<file path="config.mk">
export PLATFORM = sky130hd
export DESIGN_NAME = pbw_top
export DESIGN_NICKNAME = d
export VERILOG_FILES = /design/src/hdl/pbw_sync.v /design/src/hdl/pbw_nvm.v /design/src/hdl/pbw_top.v
export VERILOG_INCLUDE_DIRS = /design/src /design/src/hdl
export SDC_FILE = /design/constraint.sdc
export NUM_CORES = 1
export LEC_CHECK = 0
export BUFFER_PORTS_ARGS = -buffer_cell sky130_fd_sc_hd__buf_2
export CAP_MARGIN = 30
export CORE_UTILIZATION = 60
export CTS_CLUSTER_DIAMETER = 60
export DETAILED_ROUTE_END_ITERATION = 12
export HOLD_SLACK_MARGIN = 0.12
export PLACE_DENSITY = 0.77
export RECOVER_POWER = 50
export SETUP_SLACK_MARGIN = 0.5
export SLEW_MARGIN = 20
export SYNTH_ARGS = -nofsm -noshare
export SYNTH_HDL_FRONTEND = slang
export SYNTH_SLANG_ARGS = --single-unit
</file>
<file path="constraint.sdc">
create_clock -name ref_clk_in -period 7.5 [get_ports ref_clk_in]
set_input_delay 0.375 -clock ref_clk_in [delete_from_list [all_inputs] [get_ports ref_clk_in]]
set_output_delay 0.375 -clock ref_clk_in [all_outputs]
set_load 0.01 [all_outputs]
</file>
<file path="src/hdl/pbw_regs.vh">
// Timing, reset and field constants for the push button wiper control
`ifndef PBW_REGS_VH
`define PBW_REGS_VH
`define PBW_POS_W          6
`define PBW_POS_MID        6'h20
`define PBW_POS_MAX        6'h3F
`define PBW_POS_MIN        6'h00
`define PBW_CLK_HZ         10000000
`define PBW_DEB_MS         8
`define PBW_SCAN_HOLD_MS   1000
`define PBW_SCAN_STEP_MS   140
`define PBW_IDLE_MS        1000
`define PBW_WRITE_MS       20
`define PBW_MS_TO_CYC(ms)  (((ms) * (`PBW_CLK_HZ / 1000)))
`define PBW_DEB_CYC        `PBW_MS_TO_CYC(`PBW_DEB_MS)
`define PBW_SCAN_HOLD_CYC  `PBW_MS_TO_CYC(`PBW_SCAN_HOLD_MS)
`define PBW_SCAN_STEP_CYC  `PBW_MS_TO_CYC(`PBW_SCAN_STEP_MS)
`define PBW_IDLE_CYC       `PBW_MS_TO_CYC(`PBW_IDLE_MS)
`define PBW_WRITE_CYC      `PBW_MS_TO_CYC(`PBW_WRITE_MS)
`endif

</file>
<file path="src/hdl/pbw_sync.v">
// Two-stage synchroniser for one pin input
`timescale 1ns/1ps
module pbw_sync (
    // Clock and control
    input  wire ref_clk_in,
    input  wire srst_in,
    input  wire ce_in,
    // Data
    input  wire d_in,
    output wire q_out
);
    reg s1_q;
    reg s2_q;

    // First stage feeds only the second
    always @(posedge ref_clk_in) begin
        if (srst_in) begin
            s1_q <= 1'b0;
            s2_q <= 1'b0;
        end else if (ce_in) begin
            s1_q <= d_in;
            s2_q <= s1_q;
        end
    end

    assign q_out = s2_q;
endmodule

</file>
<file path="src/hdl/pbw_nvm.v">
// Nonvolatile store for the wiper position, registered read
`timescale 1ns/1ps
`include "pbw_regs.vh"
module pbw_nvm #(
    parameter W = `PBW_POS_W
) (
    // Clock and control
    input  wire         ref_clk_in,
    input  wire         ce_in,
    // Write and read
    input  wire         we_in,
    input  wire [W-1:0] wdata_in,
    output reg  [W-1:0] rdata_out
);
    // Holds its content across reset, as stored cells would
    reg [W-1:0] cell_q;
    initial cell_q = `PBW_POS_MID;

    always @(posedge ref_clk_in) begin
        if (ce_in) begin
            if (we_in)
                cell_q <= wdata_in;
            rdata_out <= cell_q;
        end
    end
endmodule

</file>
<file path="src/hdl/pbw_top.v">
// Push button wiper control: debounce, scan, end-scale steps, save
// How it works
// - Wiper tap follows position register; 0x20 midscale
// - Six-bit position selects one of 64 taps
// - Up and down buttons are active high
// - Up pulses under 8 ms are ignored
// - Up held over 8 ms: one step up
// - Down mirrors up, stepping down
// - Held over 1 s: step every 140 ms
// - Past zero/full scale load bottom/top step
// - Bottom step ignores further down commands
// - Top step ignores further up commands
// - Save pin sampled at power-up; low auto
// - Auto mode: save after 1 s idle
// - Manual mode: save pin low 8 ms saves
// - Save lasts 20 ms, locks all inputs
// - Power-up loads position from stored value
// - Auto mode: drive save pin at end scale while a button is held
// - Indication persists until opposite move leaves end
// - Position register updates without limit
`timescale 1ns/1ps
`include "pbw_regs.vh"
module pbw_top #(
    parameter DEB_CYC       = `PBW_DEB_CYC,
    parameter SCAN_HOLD_CYC = `PBW_SCAN_HOLD_CYC,
    parameter SCAN_STEP_CYC = `PBW_SCAN_STEP_CYC,
    parameter IDLE_CYC      = `PBW_IDLE_CYC,
    parameter WRITE_CYC     = `PBW_WRITE_CYC
) (
    // Clock and control
    input  wire       ref_clk_in,
    input  wire       srst_in,
    input  wire       ce_in,
    // Buttons
    input  wire       step_up_button_in,
    input  wire       step_down_button_in,
    // Save pin, two-way
    input  wire       auto_save_enable_n_in,
    output wire       auto_save_enable_n_out,
    output wire       auto_save_enable_n_oe_out,
    // Wiper
    output reg  [5:0] wiper_tap_out,
    output reg        bottom_scale_step_out,
    output reg        top_scale_step_out,
    output wire       store_busy_out
);
    // Counter width: the longest interval, one second of reference clock,
    // fits in 24 bits; a faster reference clock needs a wider counter here
    localparam CW = 24;
    // One-hot power-up sequence
    localparam ST_LOAD = 3'b001;
    localparam ST_RUN  = 3'b010;
    localparam ST_WR   = 3'b100;

    wire up_s;
    wire dn_s;
    wire ase_s;

    ////////////////////////////////////////////////////////////////////////
    // Pin synchronisers
    pbw_sync u_sync_up (
        .ref_clk_in (ref_clk_in),
        .srst_in    (srst_in),
        .ce_in      (ce_in),
        .d_in       (step_up_button_in),
        .q_out      (up_s)
    );
    pbw_sync u_sync_dn (
        .ref_clk_in (ref_clk_in),
        .srst_in    (srst_in),
        .ce_in      (ce_in),
        .d_in       (step_down_button_in),
        .q_out      (dn_s)
    );
    pbw_sync u_sync_ase (
        .ref_clk_in (ref_clk_in),
        .srst_in    (srst_in),
        .ce_in      (ce_in),
        .d_in       (auto_save_enable_n_in),
        .q_out      (ase_s)
    );

    ////////////////////////////////////////////////////////////////////////
    // State
    reg [2:0]    st_q;
    reg [1:0]    load_cnt_q;
    reg          auto_mode_q;
    reg [5:0]    pos_q;
    reg          bs_q;
    reg          ts_q;
    reg [CW-1:0] up_cnt_q;
    reg [CW-1:0] dn_cnt_q;
    reg          up_scan_q;
    reg          dn_scan_q;
    reg [CW-1:0] idle_cnt_q;
    reg [CW-1:0] man_cnt_q;
    reg          man_done_q;
    reg [CW-1:0] wr_cnt_q;
    reg          dirty_q;
    reg          nvm_we;
    wire [5:0]   nvm_rdata;

    wire lock  = (st_q != ST_RUN);
    wire up_a  = up_s & ~dn_s;
    wire dn_a  = dn_s & ~up_s;
    // Indicator is decoded from the visible flags in the same cycle they change,
    // so the pin drive and the flag outputs always agree when sampled
    wire end_s = bottom_scale_step_out | top_scale_step_out;

    // Step strobes: first after debounce, then scan repeats; the first-step
    // compare is masked in scan so a held button never steps at both counts
    wire up_first = up_a && !up_scan_q && up_cnt_q == DEB_CYC[CW-1:0];
    wire dn_first = dn_a && !dn_scan_q && dn_cnt_q == DEB_CYC[CW-1:0];
    wire up_rep   = up_a && up_scan_q && up_cnt_q == SCAN_STEP_CYC[CW-1:0];
    wire dn_rep   = dn_a && dn_scan_q && dn_cnt_q == SCAN_STEP_CYC[CW-1:0];
    wire up_step  = ~lock & (up_first | up_rep);
    wire dn_step  = ~lock & (dn_first | dn_rep);

    // Manual store fires once per low hold of the save pin
    wire man_save  = ~lock & ~auto_mode_q & ~ase_s & ~man_done_q
                     & (man_cnt_q == DEB_CYC[CW-1:0]);
    wire auto_save = ~lock & auto_mode_q & dirty_q & ~up_s & ~dn_s
                     & (idle_cnt_q == IDLE_CYC[CW-1:0]);

    ////////////////////////////////////////////////////////////////////////
    // Stored position memory
    pbw_nvm #(.W(6)) u_nvm (
        .ref_clk_in (ref_clk_in),
        .ce_in      (ce_in),
        .we_in      (nvm_we),
        .wdata_in   (pos_q),
        .rdata_out  (nvm_rdata)
    );

    // Only one save source is live: the mode bit picks auto or manual.
    // A step and a manual save may meet in one cycle; the write then keeps
    // the old position, and the new one needs another store.
    always @* begin
        nvm_we = man_save | auto_save;
    end

    ////////////////////////////////////////////////////////////////////////
    // Sequence: load from store, run, write lock
    always @(posedge ref_clk_in) begin
        if (srst_in) begin
            st_q        <= ST_LOAD;
            load_cnt_q  <= 2'h0;
            auto_mode_q <= 1'b0;
            wr_cnt_q    <= {CW{1'b0}};
        end else if (ce_in) begin
            case (st_q)
                ST_LOAD: begin
                    // Waits for synchroniser and registered read to settle
                    load_cnt_q <= load_cnt_q + 2'h1;
                    if (load_cnt_q == 2'h3) begin
                        auto_mode_q <= ~ase_s;
                        st_q        <= ST_RUN;
                    end
                end
                ST_RUN: begin
                    if (nvm_we) begin
                        wr_cnt_q <= {CW{1'b0}};
                        st_q     <= ST_WR;
                    end
                end
                ST_WR: begin
                    // Lock lasts WRITE_CYC cycles; all timers stay cleared meanwhile
                    wr_cnt_q <= wr_cnt_q + {{(CW-1){1'b0}}, 1'b1};
                    if (wr_cnt_q == WRITE_CYC[CW-1:0] - 1'b1)
                        st_q <= ST_RUN;
                end
                default: st_q <= ST_LOAD;
            endcase
        end
    end

    ////////////////////////////////////////////////////////////////////////
    // Debounce and scan timers; cleared while locked so presses are dropped
    // Both buttons held together count as neither, so a rolled press never
    // steps; the scan hold is timed from the first contact, debounce count included
    always @(posedge ref_clk_in) begin
        if (srst_in) begin
            up_cnt_q  <= {CW{1'b0}};
            dn_cnt_q  <= {CW{1'b0}};
            up_scan_q <= 1'b0;
            dn_scan_q <= 1'b0;
        end else if (ce_in) begin
            if (lock || !up_a) begin
                up_cnt_q  <= {CW{1'b0}};
                up_scan_q <= 1'b0;
            end else if (up_rep) begin
                // Scan repeat restarts the step interval
                up_cnt_q  <= {CW{1'b0}};
            end else if (!up_scan_q && up_cnt_q == SCAN_HOLD_CYC[CW-1:0]) begin
                up_scan_q <= 1'b1;
                up_cnt_q  <= {CW{1'b0}};
            end else begin
                up_cnt_q  <= up_cnt_q + {{(CW-1){1'b0}}, 1'b1};
            end
            if (lock || !dn_a) begin
                dn_cnt_q  <= {CW{1'b0}};
                dn_scan_q <= 1'b0;
            end else if (dn_rep) begin
                // Scan repeat restarts the step interval
                dn_cnt_q  <= {CW{1'b0}};
            end else if (!dn_scan_q && dn_cnt_q == SCAN_HOLD_CYC[CW-1:0]) begin
                dn_scan_q <= 1'b1;
                dn_cnt_q  <= {CW{1'b0}};
            end else begin
                dn_cnt_q  <= dn_cnt_q + {{(CW-1){1'b0}}, 1'b1};
            end
        end
    end

    ////////////////////////////////////////////////////////////////////////
    // Position register with end-scale extra steps; no update limit
    always @(posedge ref_clk_in) begin
        if (srst_in) begin
            pos_q <= `PBW_POS_MID;
            bs_q  <= 1'b0;
            ts_q  <= 1'b0;
        end else if (ce_in) begin
            if (st_q == ST_LOAD) begin
                pos_q <= nvm_rdata;
                bs_q  <= 1'b0;
                ts_q  <= 1'b0;
            end else if (up_step) begin
                if (bs_q)
                    bs_q <= 1'b0;
                else if (ts_q)
                    ts_q <= 1'b1;
                else if (pos_q == `PBW_POS_MAX)
                    ts_q <= 1'b1;
                else
                    pos_q <= pos_q + 6'h01;
            end else if (dn_step) begin
                if (ts_q)
                    ts_q <= 1'b0;
                else if (bs_q)
                    bs_q <= 1'b1;
                else if (pos_q == `PBW_POS_MIN)
                    bs_q <= 1'b1;
                else
                    pos_q <= pos_q - 6'h01;
            end
        end
    end

    ////////////////////////////////////////////////////////////////////////
    // Idle and manual store timers
    always @(posedge ref_clk_in) begin
        if (srst_in) begin
            idle_cnt_q <= {CW{1'b0}};
            man_cnt_q  <= {CW{1'b0}};
            man_done_q <= 1'b0;
            dirty_q    <= 1'b0;
        end else if (ce_in) begin
            // Any button activity restarts the idle wait
            if (lock || up_s || dn_s)
                idle_cnt_q <= {CW{1'b0}};
            else if (idle_cnt_q != IDLE_CYC[CW-1:0])
                idle_cnt_q <= idle_cnt_q + {{(CW-1){1'b0}}, 1'b1};
            // Set wins: a step during a save marks it dirty again
            if (up_step || dn_step)
                dirty_q <= 1'b1;
            else if (nvm_we)
                dirty_q <= 1'b0;
            if (lock || auto_mode_q || ase_s) begin
                man_cnt_q <= {CW{1'b0}};
                if (ase_s)
                    man_done_q <= 1'b0;
            end else if (man_cnt_q != DEB_CYC[CW-1:0]) begin
                man_cnt_q <= man_cnt_q + {{(CW-1){1'b0}}, 1'b1};
            end else begin
                man_done_q <= 1'b1;
            end
        end
    end

    ////////////////////////////////////////////////////////////////////////
    // Outputs: tap register and end-scale indicator
    always @(posedge ref_clk_in) begin
        if (srst_in) begin
            wiper_tap_out         <= `PBW_POS_MID;
            bottom_scale_step_out <= 1'b0;
            top_scale_step_out    <= 1'b0;
        end else if (ce_in) begin
            wiper_tap_out         <= pos_q;
            bottom_scale_step_out <= bs_q;
            top_scale_step_out    <= ts_q;
        end
    end

    // Pin driven high only in auto mode while a button is held at an end
    assign auto_save_enable_n_out    = 1'b1;
    assign auto_save_enable_n_oe_out = auto_mode_q & (st_q != ST_LOAD)
                                       & end_s & (up_s | dn_s);
    assign store_busy_out            = (st_q == ST_WR);
endmodule

</file>
## Yosys cells after proc, flatten, opt, wreduce, memory -nomap -nowiden

Cells that the tools add are included.

- Add/subtract/negate cells: 8
- Equal/unequal tests: 31
- Multiplexer cells: 48
- Bitwise operators: 27
- Reduce and logical (&&, ||, !) cells: 43

Operators by type and width:

| operator | count |
|---|---|
| 24-bit 2-to-1 mux | 11 |
| 24-bit by 1-bit adder with 24-bit output (second input constant) | 5 |
| 24-bit by 17-bit == test with 1-bit output (second input constant) | 3 |
| 24-bit == test (second input constant) | 3 |
| 6-bit 2-to-1 mux | 9 |
| 24-bit by 21-bit == test with 1-bit output (second input constant) | 2 |
| 24-bit one-hot mux with 2 select lines | 1 |
| 24-bit by 18-bit == test with 1-bit output (second input constant) | 1 |
| 24-bit by 17-bit != test with 1-bit output (second input constant) | 1 |
| 24-bit != test (second input constant) | 1 |
| 1-bit 2-to-1 mux | 23 |
| 3-bit AND reduction | 7 |
| 1-bit AND | 16 |
| 2-bit nonzero test | 6 |
| 1-bit logical AND | 10 |
| 2-bit by 1-bit != test with 1-bit output (second input constant) | 5 |
| 2-bit AND reduction | 5 |
| 3-bit 2-to-1 mux | 3 |
| 3-bit by 2-bit != test with 1-bit output (second input constant) | 3 |
| 3-bit one-hot mux with 3 select lines | 1 |
| 1-bit logical OR | 7 |
| 7-bit AND reduction | 1 |
| 6-bit by 1-bit adder with 6-bit output (second input constant) | 1 |
| 6-bit == test (second input constant) | 1 |
| 15 further kinds | 31 |

- Register bits: 164
- Input bits: 6
- Output and inout bits: 11
- Logic and storage cells: 183

## Longest topological paths before layout

Gate-level depths: netlist (run 1).

- Word-level depth: 10
- Depth in mapped cells: 13
- Mapped depth without buffers: 13

## Hierarchy

Synthesis (run 1) repeated with hierarchy kept, for this count alone.

- Cell total of the unflattened synthesis: 923
- Area, all modules: 7958.9 µm²

Modules (own cells, without submodules):

| module | times used | cells an instance | area each (µm²) | sequential area each (µm²) |
|---|---|---|---|---|
| pbw_top | 1 | 892 | 7389.6 | 2922.8 |
| pbw_nvm | 1 | 13 | 366.6 | 360.3 |
| pbw_sync | 3 | 6 | 67.6 | 40.0 |

## Worst setup path after synthesis (run 1)

Ideal clock, no wire load.

- Path kind: reg2reg
- Start point: register up_cnt_q[0]
- End point: register pos_q[5]
- Setup time: 0.079 ns
- Arrival time: 2.807 ns
- Required time: 7.421 ns
- Slack: 4.614 ns
- Stages on the path, launching flop included: 14
- Buffers on the path: 0
- Period minus slack after synthesis: 2.886 ns
- Cell sequence: dfxtp_1 > inv_1 > ha_1 > or4b_4 > nor4_4 > o211ai_2 > ha_1 > a21o_1 > a21oi_1 > o21bai_1 > a21oi_1 > xnor2_1 > nand2_1 > a22oi_1

- Word-level cells in the longest chain between the ends: 6
- Elaborated cells between the ends (all ways): 13
- Classes of those cells: 5 x eq/ne; 2 x mux; 2 x bitwise; 4 x reduce/logical

Ends and longest elaborated chain:

| element | RTL line | source |
|---|---|---|
| start, declared | pbw_top.v:91 | `reg [CW-1:0] up_cnt_q;` |
| start signal, assigned | pbw_top.v:183 | `up_cnt_q <= {CW{1'b0}};` |
| start signal, assigned | pbw_top.v:189 | `up_cnt_q <= {CW{1'b0}};` |
| start signal, assigned | pbw_top.v:193 | `up_cnt_q <= {CW{1'b0}};` |
| 24-bit by 17-bit == test with 1-bit output or 24-bit by 21-bit == test with 1-bit output (tied branches) | pbw_top.v:112, pbw_top.v:114 |  |
| 1-bit logical AND, on equally long branches | pbw_top.v:112, pbw_top.v:114 |  |
| 1-bit OR (*) | pbw_top.v:116 | `wire up_step = ~lock & (up_first \| up_rep);` |
| 1-bit AND (*) | pbw_top.v:116 |  |
| 3-bit != test (no source line), or another cell as far along | n/a |  |
| 7-bit AND reduction (no source line) or 6-bit 2-to-1 mux (tied branches) | n/a |  |
| end signal, assigned | pbw_top.v:219 | `` pos_q <= `PBW_POS_MID; `` |
| end signal, assigned | pbw_top.v:224 | `pos_q <= nvm_rdata;` |
| end signal, assigned | pbw_top.v:235 | `pos_q <= pos_q + 6'h01;` |
| end, declared | pbw_top.v:88 | `reg [5:0] pos_q;` |

Mark *: on every way between the ends. The rest lies on a longest branch, timed or not.
A chain may end at the register's enable or synchronous reset.

## Worst setup path after layout (run 1)

- Start point: input ce_in
- End point: register man_cnt_q[14]

- Word-level cells in the longest chain between the ends: 1

Ends and longest elaborated chain:

| element | RTL line | source |
|---|---|---|
| start, declared | pbw_top.v:33 | `input wire ce_in,` |
| 2-bit AND reduction (no source line) | n/a |  |
| end signal, assigned | pbw_top.v:254 | `man_cnt_q <= {CW{1'b0}};` |
| end signal, assigned | pbw_top.v:269 | `man_cnt_q <= {CW{1'b0}};` |
| end signal, assigned | pbw_top.v:273 | `man_cnt_q <= man_cnt_q + {{(CW-1){1'b0}}, 1'b1};` |
| end, declared | pbw_top.v:96 | `reg [CW-1:0] man_cnt_q;` |

Every way passes these cells.

==> results of run 1 <==
## where the power goes
part	switching (mW)	total (mW)	internal, mW
Sequential	0.0529	0.974	0.922
Clock	0.338	0.828	0.490
Combinational	0.184	0.322	0.137
## layout by cell type (no fill, tap or decap), types with 17 or more instances in the layout
cell / count
nand2_1: 72
xnor2_1: 54
a21oi_1: 31
nand3_1: 46
mux2i_1: 19
nor3_1: 20
and3_1: 18
o21ai_0: 27
clkbuf_16: 17
nor4_1: 20
nor2_1: 162
nand4_1: 23
or3_1: 18
dfxtp_1: 152
inv_1: 31
xor2_1: 51
## flip-flops by register name, summed over array words and instances, names as in the netlist, 6 cells and up
register	cells
u_nvm.cell_q	6
wr_cnt_q	24
wiper_tap_out	6
dn_cnt_q	24
up_cnt_q	24
man_cnt_q	24
idle_cnt_q	24
u_nvm.rdata_out	6
pos_q	6
## cell families after synthesis
kind of cell	after synthesis	share of synthesized area, %
XOR/XNOR	105	11.6
adder cells (fa/ha/maj)	15	2.47
AO/OA/AOI/OAI	88	6.98
AND/OR/NAND/NOR	453	30.2
flip-flops	164	43.0
other	1	0.0474
buffers and inverters	64	3.23
multiplexers	19	2.41
## through the flow
step / total power, mW / hold slack [ps]
floorplan: 1.25 / 400
global placement: 1.32 / 401
detailed placement: 1.32 / 413
CTS: 2.15 / 182
global route: 2.22 / 187
finish: 2.12 / 191
## area by class of cell
| type | instances | area share (%) |
|---|---|---|
| well taps | 172 | 2.49 |
| repair buffers | 20 | 1.09 |
| flip-flops and latches | 164 | 39.4 |
| clock inverters | 13 | 1.33 |
| inverters | 31 | 1.35 |
| clock buffers | 19 | 5.13 |
| multi-input cells | 681 | 49.2 |
## per-layer routing
layer / global-route usage, % / share of wire (%) / vias to the layer above
met5: 0 / 0 / -
met4: 8.52 / 1.5 / 0
met3: 4.84 / 3.7 / 19
met2: 38.9 / 47 / 109
met1: 34.0 / 48 / 2932
li1: - / - / 3177
## worst min-delay path: cells and delay by family
family	cells	cell delay, ps
buffers and inverters	1	80
AND/OR/NAND/NOR	1	70
multiplexers	1	50
## how the worst max path moves through the flow
stage	depth (start not counted)	to	slack [ps]
2_1_floorplan	13	pos_q[5]	4610
3_3_place_gp	13	pos_q[5]	4450
3_5_place_dp	13	pos_q[5]	4350
4_1_cts	13	pos_q[5]	4340
5_1_grt	7	man_cnt_q[14]	2590
6_report	7	man_cnt_q[14]	3080
==> flow_summary.yaml, run 1 <==
cts:
  ctsHoldBuffers: 0
  clock_sinks: 164
  cts.htree.levels: 4
  cts_tree: "yes"
  cts_resized: 0
  cts_buffers: 17
  clock_path_buffers: 2
  insertion_delay_ps: 430
  post-cts-setup-buffer-count: 0
  clock-root-buffer: "clkbuf_16"
  path_clk_slew_ps: 60
yosys:
  synth_top_cell_by_area: "dfxtp_1"
  ys_top_cells_by_count: "162 x nor2_1, 152 x dfxtp_1, 72 x nand2_1, 54 x xnor2_1, 51 x xor2_1"
  syn_avg_cell_area_sq_um: 8.70
  ys_seq_area_share_pct: 43.0
  synth_edf_count: 12
  yosys.cell_count.top_type: "nor2_1"
  synth_top_area_share_pct: 38.5
  ys_types: 68
  syn_area_sq_um: 7910
  async_flop_share_pct: 0
  synthTopCellsByArea: "dfxtp_1 38%, nor2_1 7.7%, xnor2_1 6.0%"
  synth_cells: 909
  ys.flop_type: "dfxtp_1"
  yosys_warnings: 0
  synth-seq-cells: 164
  syn_nets: 930
setup_path:
  critPathKind: "in -> reg"
  crit_chain: "buf_2 > clkbuf_1 > o21ai_0 > nor3_1 > nand2_1 > or3_1 > a21oi_1"
  start_kind: "input pin"
  startpoint: "ce_in"
  end_kind: "register"
  slowest_delay_ps: 2010
  crit_required_ps: 7840
  reg2reg_depth: 6
  reg2reg_from: "st_q[1]"
  worst-path-max-fanout: 58
  rr_endpoint: "wr_cnt_q[12]"
  crit_arrival_ps: 4760
  cp_top_family: "buffers and inverters"
  rrSetupSlack_ps: 4210
  crit_slowest_cell: "clkbuf_1"
  crit_buf_inv: 2
global_routing:
  grt_pass1_vias: 5667
  antenna_found_initial: 0
  grt_usage_pct: 24.7
  grt_max_degree: 59
  gr-total-overflow: 0
  grt_first_pass_wirelength_mm: 26.5
finish:
  multi_input_area_sq_um: 4250
  fillers: 1096
  seqCellArea_sq_um: 3400
  area_growth_pct: 9.24
  fin_util_pct: 67.9
  num-nets-final: 936
  drive_gt1_share_pct: 6.90
  diodes: 0
  fin_area_sq_um: 8640
  fin_cells: 1100
detailed_routing:
  firstDrtPassIters: 5
  viasPerCell: 5.67
  wire_per_inst_microns: 14.3
  routed_wl_mm: 15.7
  via_count: 6237
  drc: 0
  final_antenna_net_count: 0
  drt-initial-drc-count: 458
timing:
  finalHoldViolCount: 0
  fin_ws_ps: 3080
  worst_slew_pin_slew_ps: 2870
  period_share_pct: 58.9
  rsz0062_at_grt: "false"
  fin_setup_tns_ps: 0
  drv_slew: 59
  final-setup-viol-count: 0
  fin_crit_ps: 4420
  relSlewSlack_pct: -91.0
  max_freq_mhz: 226
  skew_ps: 5.71
placement:
  dpl_cell_area_sq_um: 8120
  place_ws_ps: 4350
  io_buffers: 15
  gp_congestion: 0.895
  dpl.hpwl_mm: 10.4
  dp_cells: 1068
hold_path:
  hold_path_class: "in -> reg"
  hold_end: "u_sync_dn.s1_q"
  hp-start: "step_down_button_in"
  hold_path_depth: 3
die:
  ioPinCount: 17
  die_area_sq_um: 13600
  fp.dieH_microns: 117
  coreArea_sq_um: 12700
  rows: 41
  start_util_pct: 62.1
  die_w_microns: 117
outcome:
  violations: "capacitance limit, slew limit"
  status: "finished with violations"
power_and_ir_drop:
  total_leakage_power_nw: 2.88
  power_density_nw_per_um2: 246
  ir_worst_vdd_mv: 0.191
flow_run:
  drv_cap: 1
Power figures use the tool's default switching activity.
==> run 2, diff against run 1 <==
--- a/config.mk
+++ b/config.mk
@@ -6,6 +6,7 @@
 export SDC_FILE = /design/constraint.sdc
 export NUM_CORES = 1
 export LEC_CHECK = 0
+export ABC_AREA = 1
 export BUFFER_PORTS_ARGS = -buffer_cell sky130_fd_sc_hd__buf_2
 export CAP_MARGIN = 30
 export CORE_UTILIZATION = 60
==> constraint.sdc (replaced) <==
create_clock -name ref_clk_in -period 4.65 [get_ports ref_clk_in]
set_input_delay 0.2325 -clock ref_clk_in [delete_from_list [all_inputs] [get_ports ref_clk_in]]
set_output_delay 0.2325 -clock ref_clk_in [all_outputs]
set_load 0.01 [all_outputs]
==> run 2 against run 1 <==
- the flow still finishes with violations (capacitance limit, slew limit)
- wire length grew 47%
- cell count grew 54%
- clock skew grew 5.6 ps
- critical endpoint is now man_cnt_q[0]
- via count grew 50%
- design area grew 19%
==> flow_summary.yaml, run 2 <==
detailed_routing:
  firstDrtPassIters: 6
  viasPerCell: 5.56
  drc: 0
  routed_wl_mm: 23.1
  final_antenna_net_count: 0
  via_count: 9385
  drt-initial-drc-count: 871
  wire_per_inst_microns: 13.6
hold_path:
  hold_path_class: "reg -> reg"
power_and_ir_drop:
  power_density_nw_per_um2: 320
  total_leakage_power_nw: 3.57
  ir_worst_vdd_mv: 0.278
  power_mw: 3.29
global_routing:
  grt_first_pass_wirelength_mm: 38.9
  grt_pass1_vias: 8548
  gr-total-overflow: 0
  grt_max_degree: 38
  antenna_found_initial: 0
  grt_usage_pct: 28.9
cts:
  clock-root-buffer: "clkbuf_16"
  cts.htree.levels: 4
  cts_tree: "yes"
  post-cts-setup-buffer-count: 0
  cts_buffers: 17
  clock_sinks: 164
  insertion_delay_ps: 430
  cts_resized: 0
  clock_path_buffers: 2
  path_clk_slew_ps: 60
  ctsHoldBuffers: 3
timing:
  rsz0062_at_grt: "false"
  relSlewSlack_pct: -24.1
  final-setup-viol-count: 0
  fin_setup_tns_ps: 0
  worst_slew_pin_slew_ps: 1860
  max_freq_mhz: 284
  finalHoldViolCount: 0
  fin_ws_ps: 1130
  period_share_pct: 75.7
  fin_crit_ps: 3520
  whs_ps: 420
  skew_ps: 11.3
  drv_slew: 72
finish:
  area_growth_pct: 7.42
  layout_commonest_cell: "nand2_1"
  num-nets-final: 1486
  drive_gt1_share_pct: 3.92
  mostFrequentLayoutCells: "361 x nand2_1, 263 x nor2_1, 152 x dfxtp_1, 148 x inv_1, 100 x a21oi_1"
  fillers: 1428
  diodes: 0
yosys:
  ys_types: 47
  syn_area_sq_um: 9580
  synth_top_area_share_pct: 31.8
  yosys.cell_count.top_type: "nand2_1"
  synthTopCellsByArea: "dfxtp_1 32%, nand2_1 14%, nor2_1 10%"
  ys.flop_type: "dfxtp_1"
  synth-seq-cells: 164
  ys_top_cells_by_count: "358 x nand2_1, 262 x nor2_1, 152 x dfxtp_1, 146 x inv_1, 100 x a21oi_1"
  syn_avg_cell_area_sq_um: 6.53
  yosys_warnings: 0
  synth_cells: 1466
  async_flop_share_pct: 0
  syn_nets: 1487
  synth_edf_count: 12
  synth_top_cell_by_area: "dfxtp_1"
  ys_seq_area_share_pct: 35.5
setup_path:
  crit_buf_inv: 5
  crit_required_ps: 4950
  start_kind: "input pin"
  cpMostUsedCell: "clkbuf_1"
  critPathKind: "in -> reg"
  crit_arrival_ps: 3820
  crit_chain: "clkbuf_1 > inv_1 > clkbuf_1 > a21oi_1 > clkbuf_1 > inv_1 > a21oi_1 > a211oi_1"
  end_kind: "register"
  slowest_delay_ps: 1010
  crit_slowest_cell: "clkbuf_1"
  cp_top_family: "buffers and inverters"
  worst-path-max-fanout: 33
placement:
  gp_congestion: 0.913
  dpl.hpwl_mm: 15.9
  io_buffers: 15
  place_ws_ps: 1690
die:
  coreArea_sq_um: 15400
  die_area_sq_um: 16500
  rows: 45
  ioPinCount: 17
  start_util_pct: 62.3
  die_w_microns: 128
  fp.dieH_microns: 128
flow_run:
  drv_cap: 2
outcome:
  status: "finished with violations"
  violations: "capacitance limit, slew limit"
[run 2: cell types whose count changed after synthesis, moves of 17 or more]
cell	delta
nand2_1	+286
inv_1	+115
nor2_1	+100
a21oi_1	+69
nand4_1	+45
xnor2_1	-45
nor3_1	+44
nand3_1	+37
mux2i_1	-19
or3_1	-18
and3_1	-17
[run 2: area by class of cell]
class                           count  area [sq um]  area share [%]
Inverter                          153           574            5.58
Clock inverter                     11           124            1.20
Multi-Input combinational cell   1105          5330            51.8
Clock buffer                       21           470            4.57
Sequential cell                   164          3400            33.1
Tap cell                          211           264            2.57
Timing Repair Buffer               24           123            1.19
[run 2: routing by layer]
| metal | GRT usage, % | vias to the layer above | wire length, microns |
|---|---|---|---|
| li1 | - | 4774 | - |
| met1 | 36.4 | 4296 | 10400 |
| met2 | 50.6 | 278 | 11300 |
| met3 | 5.03 | 37 | 1100 |
| met4 | 9.00 | 0 | 291 |
| met5 | 0 | - | 0 |
[run 2: cells by family (layout without fill, tap and decap cells)]
logic type                 count (synthesis)  in the layout  share of synthesized area [%]
DFF                                      164            164                           35.5
and+or+nand+nor                          875            875                           40.0
other                                      1              1                         0.0392
xor gates and xnor gates                  53             53                           4.85
buffers and inverters                    197            209                           8.44
AOI/OAI and AO/OA                        161            161                           9.14
adders and majority gates                 15             15                           2.04
[run 2: worst paths after layout]
path	slack [ps]	cells after the start	end	startpoint
hold reg to reg	420	0	u_nvm.rdata_out[3]	u_nvm.cell_q[3]
setup / recovery	1130	8	man_cnt_q[0]	ce_in
setup reg to reg	1460	11	pos_q[5]	st_q[0]
hold / removal	420	0	u_nvm.rdata_out[3]	u_nvm.cell_q[3]
[run 2: metrics by stage]
| stage | area, sq um | util [%] | instances |
|---|---|---|---|
| floorplan | 9580 | - | 1466 |
| global placement | 9730 | 63.3 | 1654 |
| detailed placement | 9730 | 63.3 | 1654 |
| CTS | 10400 | 67.4 | 1689 |
| global route | 10300 | 66.9 | 1689 |
| finish | 10300 | 66.9 | 1689 |
[run 2: where the power goes]
group | switching, mW | leakage, nW | internal [mW]
Combinational | 0.241 | 1.94 | 0.115
Sequential | 0.0489 | 1.34 | 1.47
Clock | 0.581 | 0.282 | 0.835
Total | 0.871 | 3.57 | 2.42
==> run 3, diff against run 2 <==
--- a/config.mk
+++ b/config.mk
@@ -9,11 +9,11 @@
 export ABC_AREA = 1
 export BUFFER_PORTS_ARGS = -buffer_cell sky130_fd_sc_hd__buf_2
 export CAP_MARGIN = 30
-export CORE_UTILIZATION = 60
+export CORE_UTILIZATION = 57
 export CTS_CLUSTER_DIAMETER = 60
 export DETAILED_ROUTE_END_ITERATION = 12
 export HOLD_SLACK_MARGIN = 0.12
-export PLACE_DENSITY = 0.77
+export PLACE_DENSITY = 0.76
 export RECOVER_POWER = 50
 export SETUP_SLACK_MARGIN = 0.5
 export SLEW_MARGIN = 20
==> constraint.sdc (replaced) <==
create_clock -name ref_clk_in -period 3 [get_ports ref_clk_in]
set_input_delay 0.15 -clock ref_clk_in [delete_from_list [all_inputs] [get_ports ref_clk_in]]
set_output_delay 0.15 -clock ref_clk_in [all_outputs]
set_load 0.01 [all_outputs]
==> run 3 against run 2 <==
- the run now ends clean
- combinational power up 84%
- clock skew up 5.2 ps
- register-to-register slack worse by 1000 ps
- sequential cell count unchanged
- sequential power up 55%
- critical endpoint is now wr_cnt_q[7]
==> flow_summary.yaml, run 3 (synthesis gave the netlist of run 2 again) <==
outcome:
  status: "finished clean"
finish:
  drive_gt1_share_pct: 6.77
  num-nets-final: 1499
  fin_util_pct: 64.1
  diodes: 0
  fillers: 1553
  multi_input_area_sq_um: 5470
  seqCellArea_sq_um: 3410
  layout_commonest_cell: "nand2_1"
  mostFrequentLayoutCells: "350 x nand2_1, 258 x nor2_1, 147 x dfxtp_1, 146 x inv_1, 98 x a21oi_1"
  area_growth_pct: 10.1
cts:
  insertion_delay_ps: 440
  cts.htree.levels: 4
  cts_buffers: 17
  clock_sinks: 164
  cts_tree: "yes"
  clock_path_buffers: 2
  clock-root-buffer: "clkbuf_16"
  path_clk_slew_ps: 70
global_routing:
  grt_max_degree: 60
  antenna_found_initial: 0
  grt_first_pass_wirelength_mm: 40.1
  grt_usage_pct: 28.0
  grt_pass1_vias: 8768
  gr-total-overflow: 0
hold_path:
  hold_path_depth: 1
  hold_end: "u_nvm.rdata_out[1]"
  hp-start: "ce_in"
  hold_path_class: "in -> reg"
power_and_ir_drop:
  ir_worst_vdd_mv: 0.457
  power_density_nw_per_um2: 491
  total_leakage_power_nw: 3.67
setup_path:
  critPathKind: "reg -> reg"
  crit_required_ps: 3250
  worst-path-max-fanout: 25
  cpMostUsedCell: "nand3_4"
  rr_endpoint: "wr_cnt_q[7]"
  startpoint: "st_q[1]"
  crit_chain: "inv_1 > nor3_1 > buf_12 > nand2_4 > nor2_4 > nand3_2 > nand3_4 > nand3_4 > nand2_1 > a21oi_1"
  crit_arrival_ps: 2790
  reg2reg_depth: 10
  slowest_delay_ps: 420
  start_kind: "register"
  rrSetupSlack_ps: 460
  reg2reg_from: "st_q[1]"
  crit_slowest_cell: "dfxtp_1"
  end_kind: "register"
detailed_routing:
  final_antenna_net_count: 0
  viasPerCell: 5.51
  via_count: 9426
  routed_wl_mm: 23.5
  drt-initial-drc-count: 678
  drc: 0
  firstDrtPassIters: 8
  wire_per_inst_microns: 13.7
timing:
  relSlewSlack_pct: 14.7
  skew_ps: 16.5
  finalHoldViolCount: 0
  drv_slew: 0
  fin_crit_ps: 2540
  final-setup-viol-count: 0
  period_share_pct: 84.7
  rsz0062_at_grt: "true"
  fin_ws_ps: 459
  worst_slew_pin_slew_ps: 1280
  max_freq_mhz: 394
  fin_setup_tns_ps: 0
flow_run:
  drv_cap: 0
die:
  die_area_sq_um: 17300
  coreArea_sq_um: 16500
  start_util_pct: 58.2
  fp.dieH_microns: 132
  die_w_microns: 132
  ioPinCount: 17
  rows: 47
placement:
  place_ws_ps: 334
  dpl.hpwl_mm: 16.4
  io_buffers: 15
  gp_congestion: 0.928
-- run 3: cell types whose count changed in the layout (fill, tap and decap cells not counted), sizes merged --
cell         before  now
dlygate4sd3       3    4
clkbuf           35   37
bufinv            2    1
inv             154  152
clkinv            4    6
buf               7   18
-- run 3: metal layers --
metal,global-route usage (%),wire length (microns),vias up
met5,0,0,-
met4,11.1,480,0
met3,4.40,1260,51
met2,47.2,11200,265
met1,35.5,10600,4298
li1,-,-,4812
-- run 3: layout make-up --
| type | count | share of cell area [%] |
|---|---|---|
| Multi-Input combinational cell | 1105 | 51.8 |
| Sequential cell | 164 | 32.3 |
| Inverter | 153 | 5.48 |
| Clock buffer | 22 | 4.60 |
| Tap cell | 220 | 2.61 |
| Timing Repair Buffer | 37 | 2.23 |
| Clock inverter | 10 | 0.925 |
-- run 3: how the worst max path moves through the flow --
| stage | slack [ps] | endpoint | cells after the start |
|---|---|---|---|
| 2_1_floorplan | 630 | pos_q[4] | 18 |
| 4_1_cts | 490 | wr_cnt_q[2] | 9 |
| 3_3_place_gp | 390 | pos_q[4] | 16 |
| 3_5_place_dp | 330 | pos_q[4] | 16 |
| 5_1_grt | 260 | idle_cnt_q[11] | 12 |
| 6_report | 460 | wr_cnt_q[7] | 10 |
-- run 3: worst max-delay path: cells and delay by family, from the launching register on --
family / cells / cell delay, ps
simple gates: 7 / 1600
flops: 1 / 420
buf+inv: 2 / 280
compound gates: 1 / 70
-- run 3: timing repair --
item                                    CTS  global route
endpoints found under the hold margin     4             0
hold buffers                              4             0
setup buffers                             0             5
resized for setup                         8            31
cloned                                    0             0
pin swaps                                 0            16
endpoints found under the setup margin    2           114
-- run 3: report_power, final --
group          leakage (nW)  total, mW  internal [mW]  switching, mW
clock network         0.278       2.17           1.24          0.925
registers              1.35       2.36           2.28         0.0870
logic                  2.05      0.654          0.230          0.424
total                  3.67       5.18           3.75           1.44
-- run 3: through the flow --
stage,power (mW),instance area [sq um],cells,hold slack [ps]
floorplan,2.84,9580,1466,262
global placement,2.96,9790,1670,371
detailed placement,2.97,9790,1670,381
CTS,5.14,10400,1706,129
global route,5.38,10500,1711,323
finish,5.18,10500,1711,312
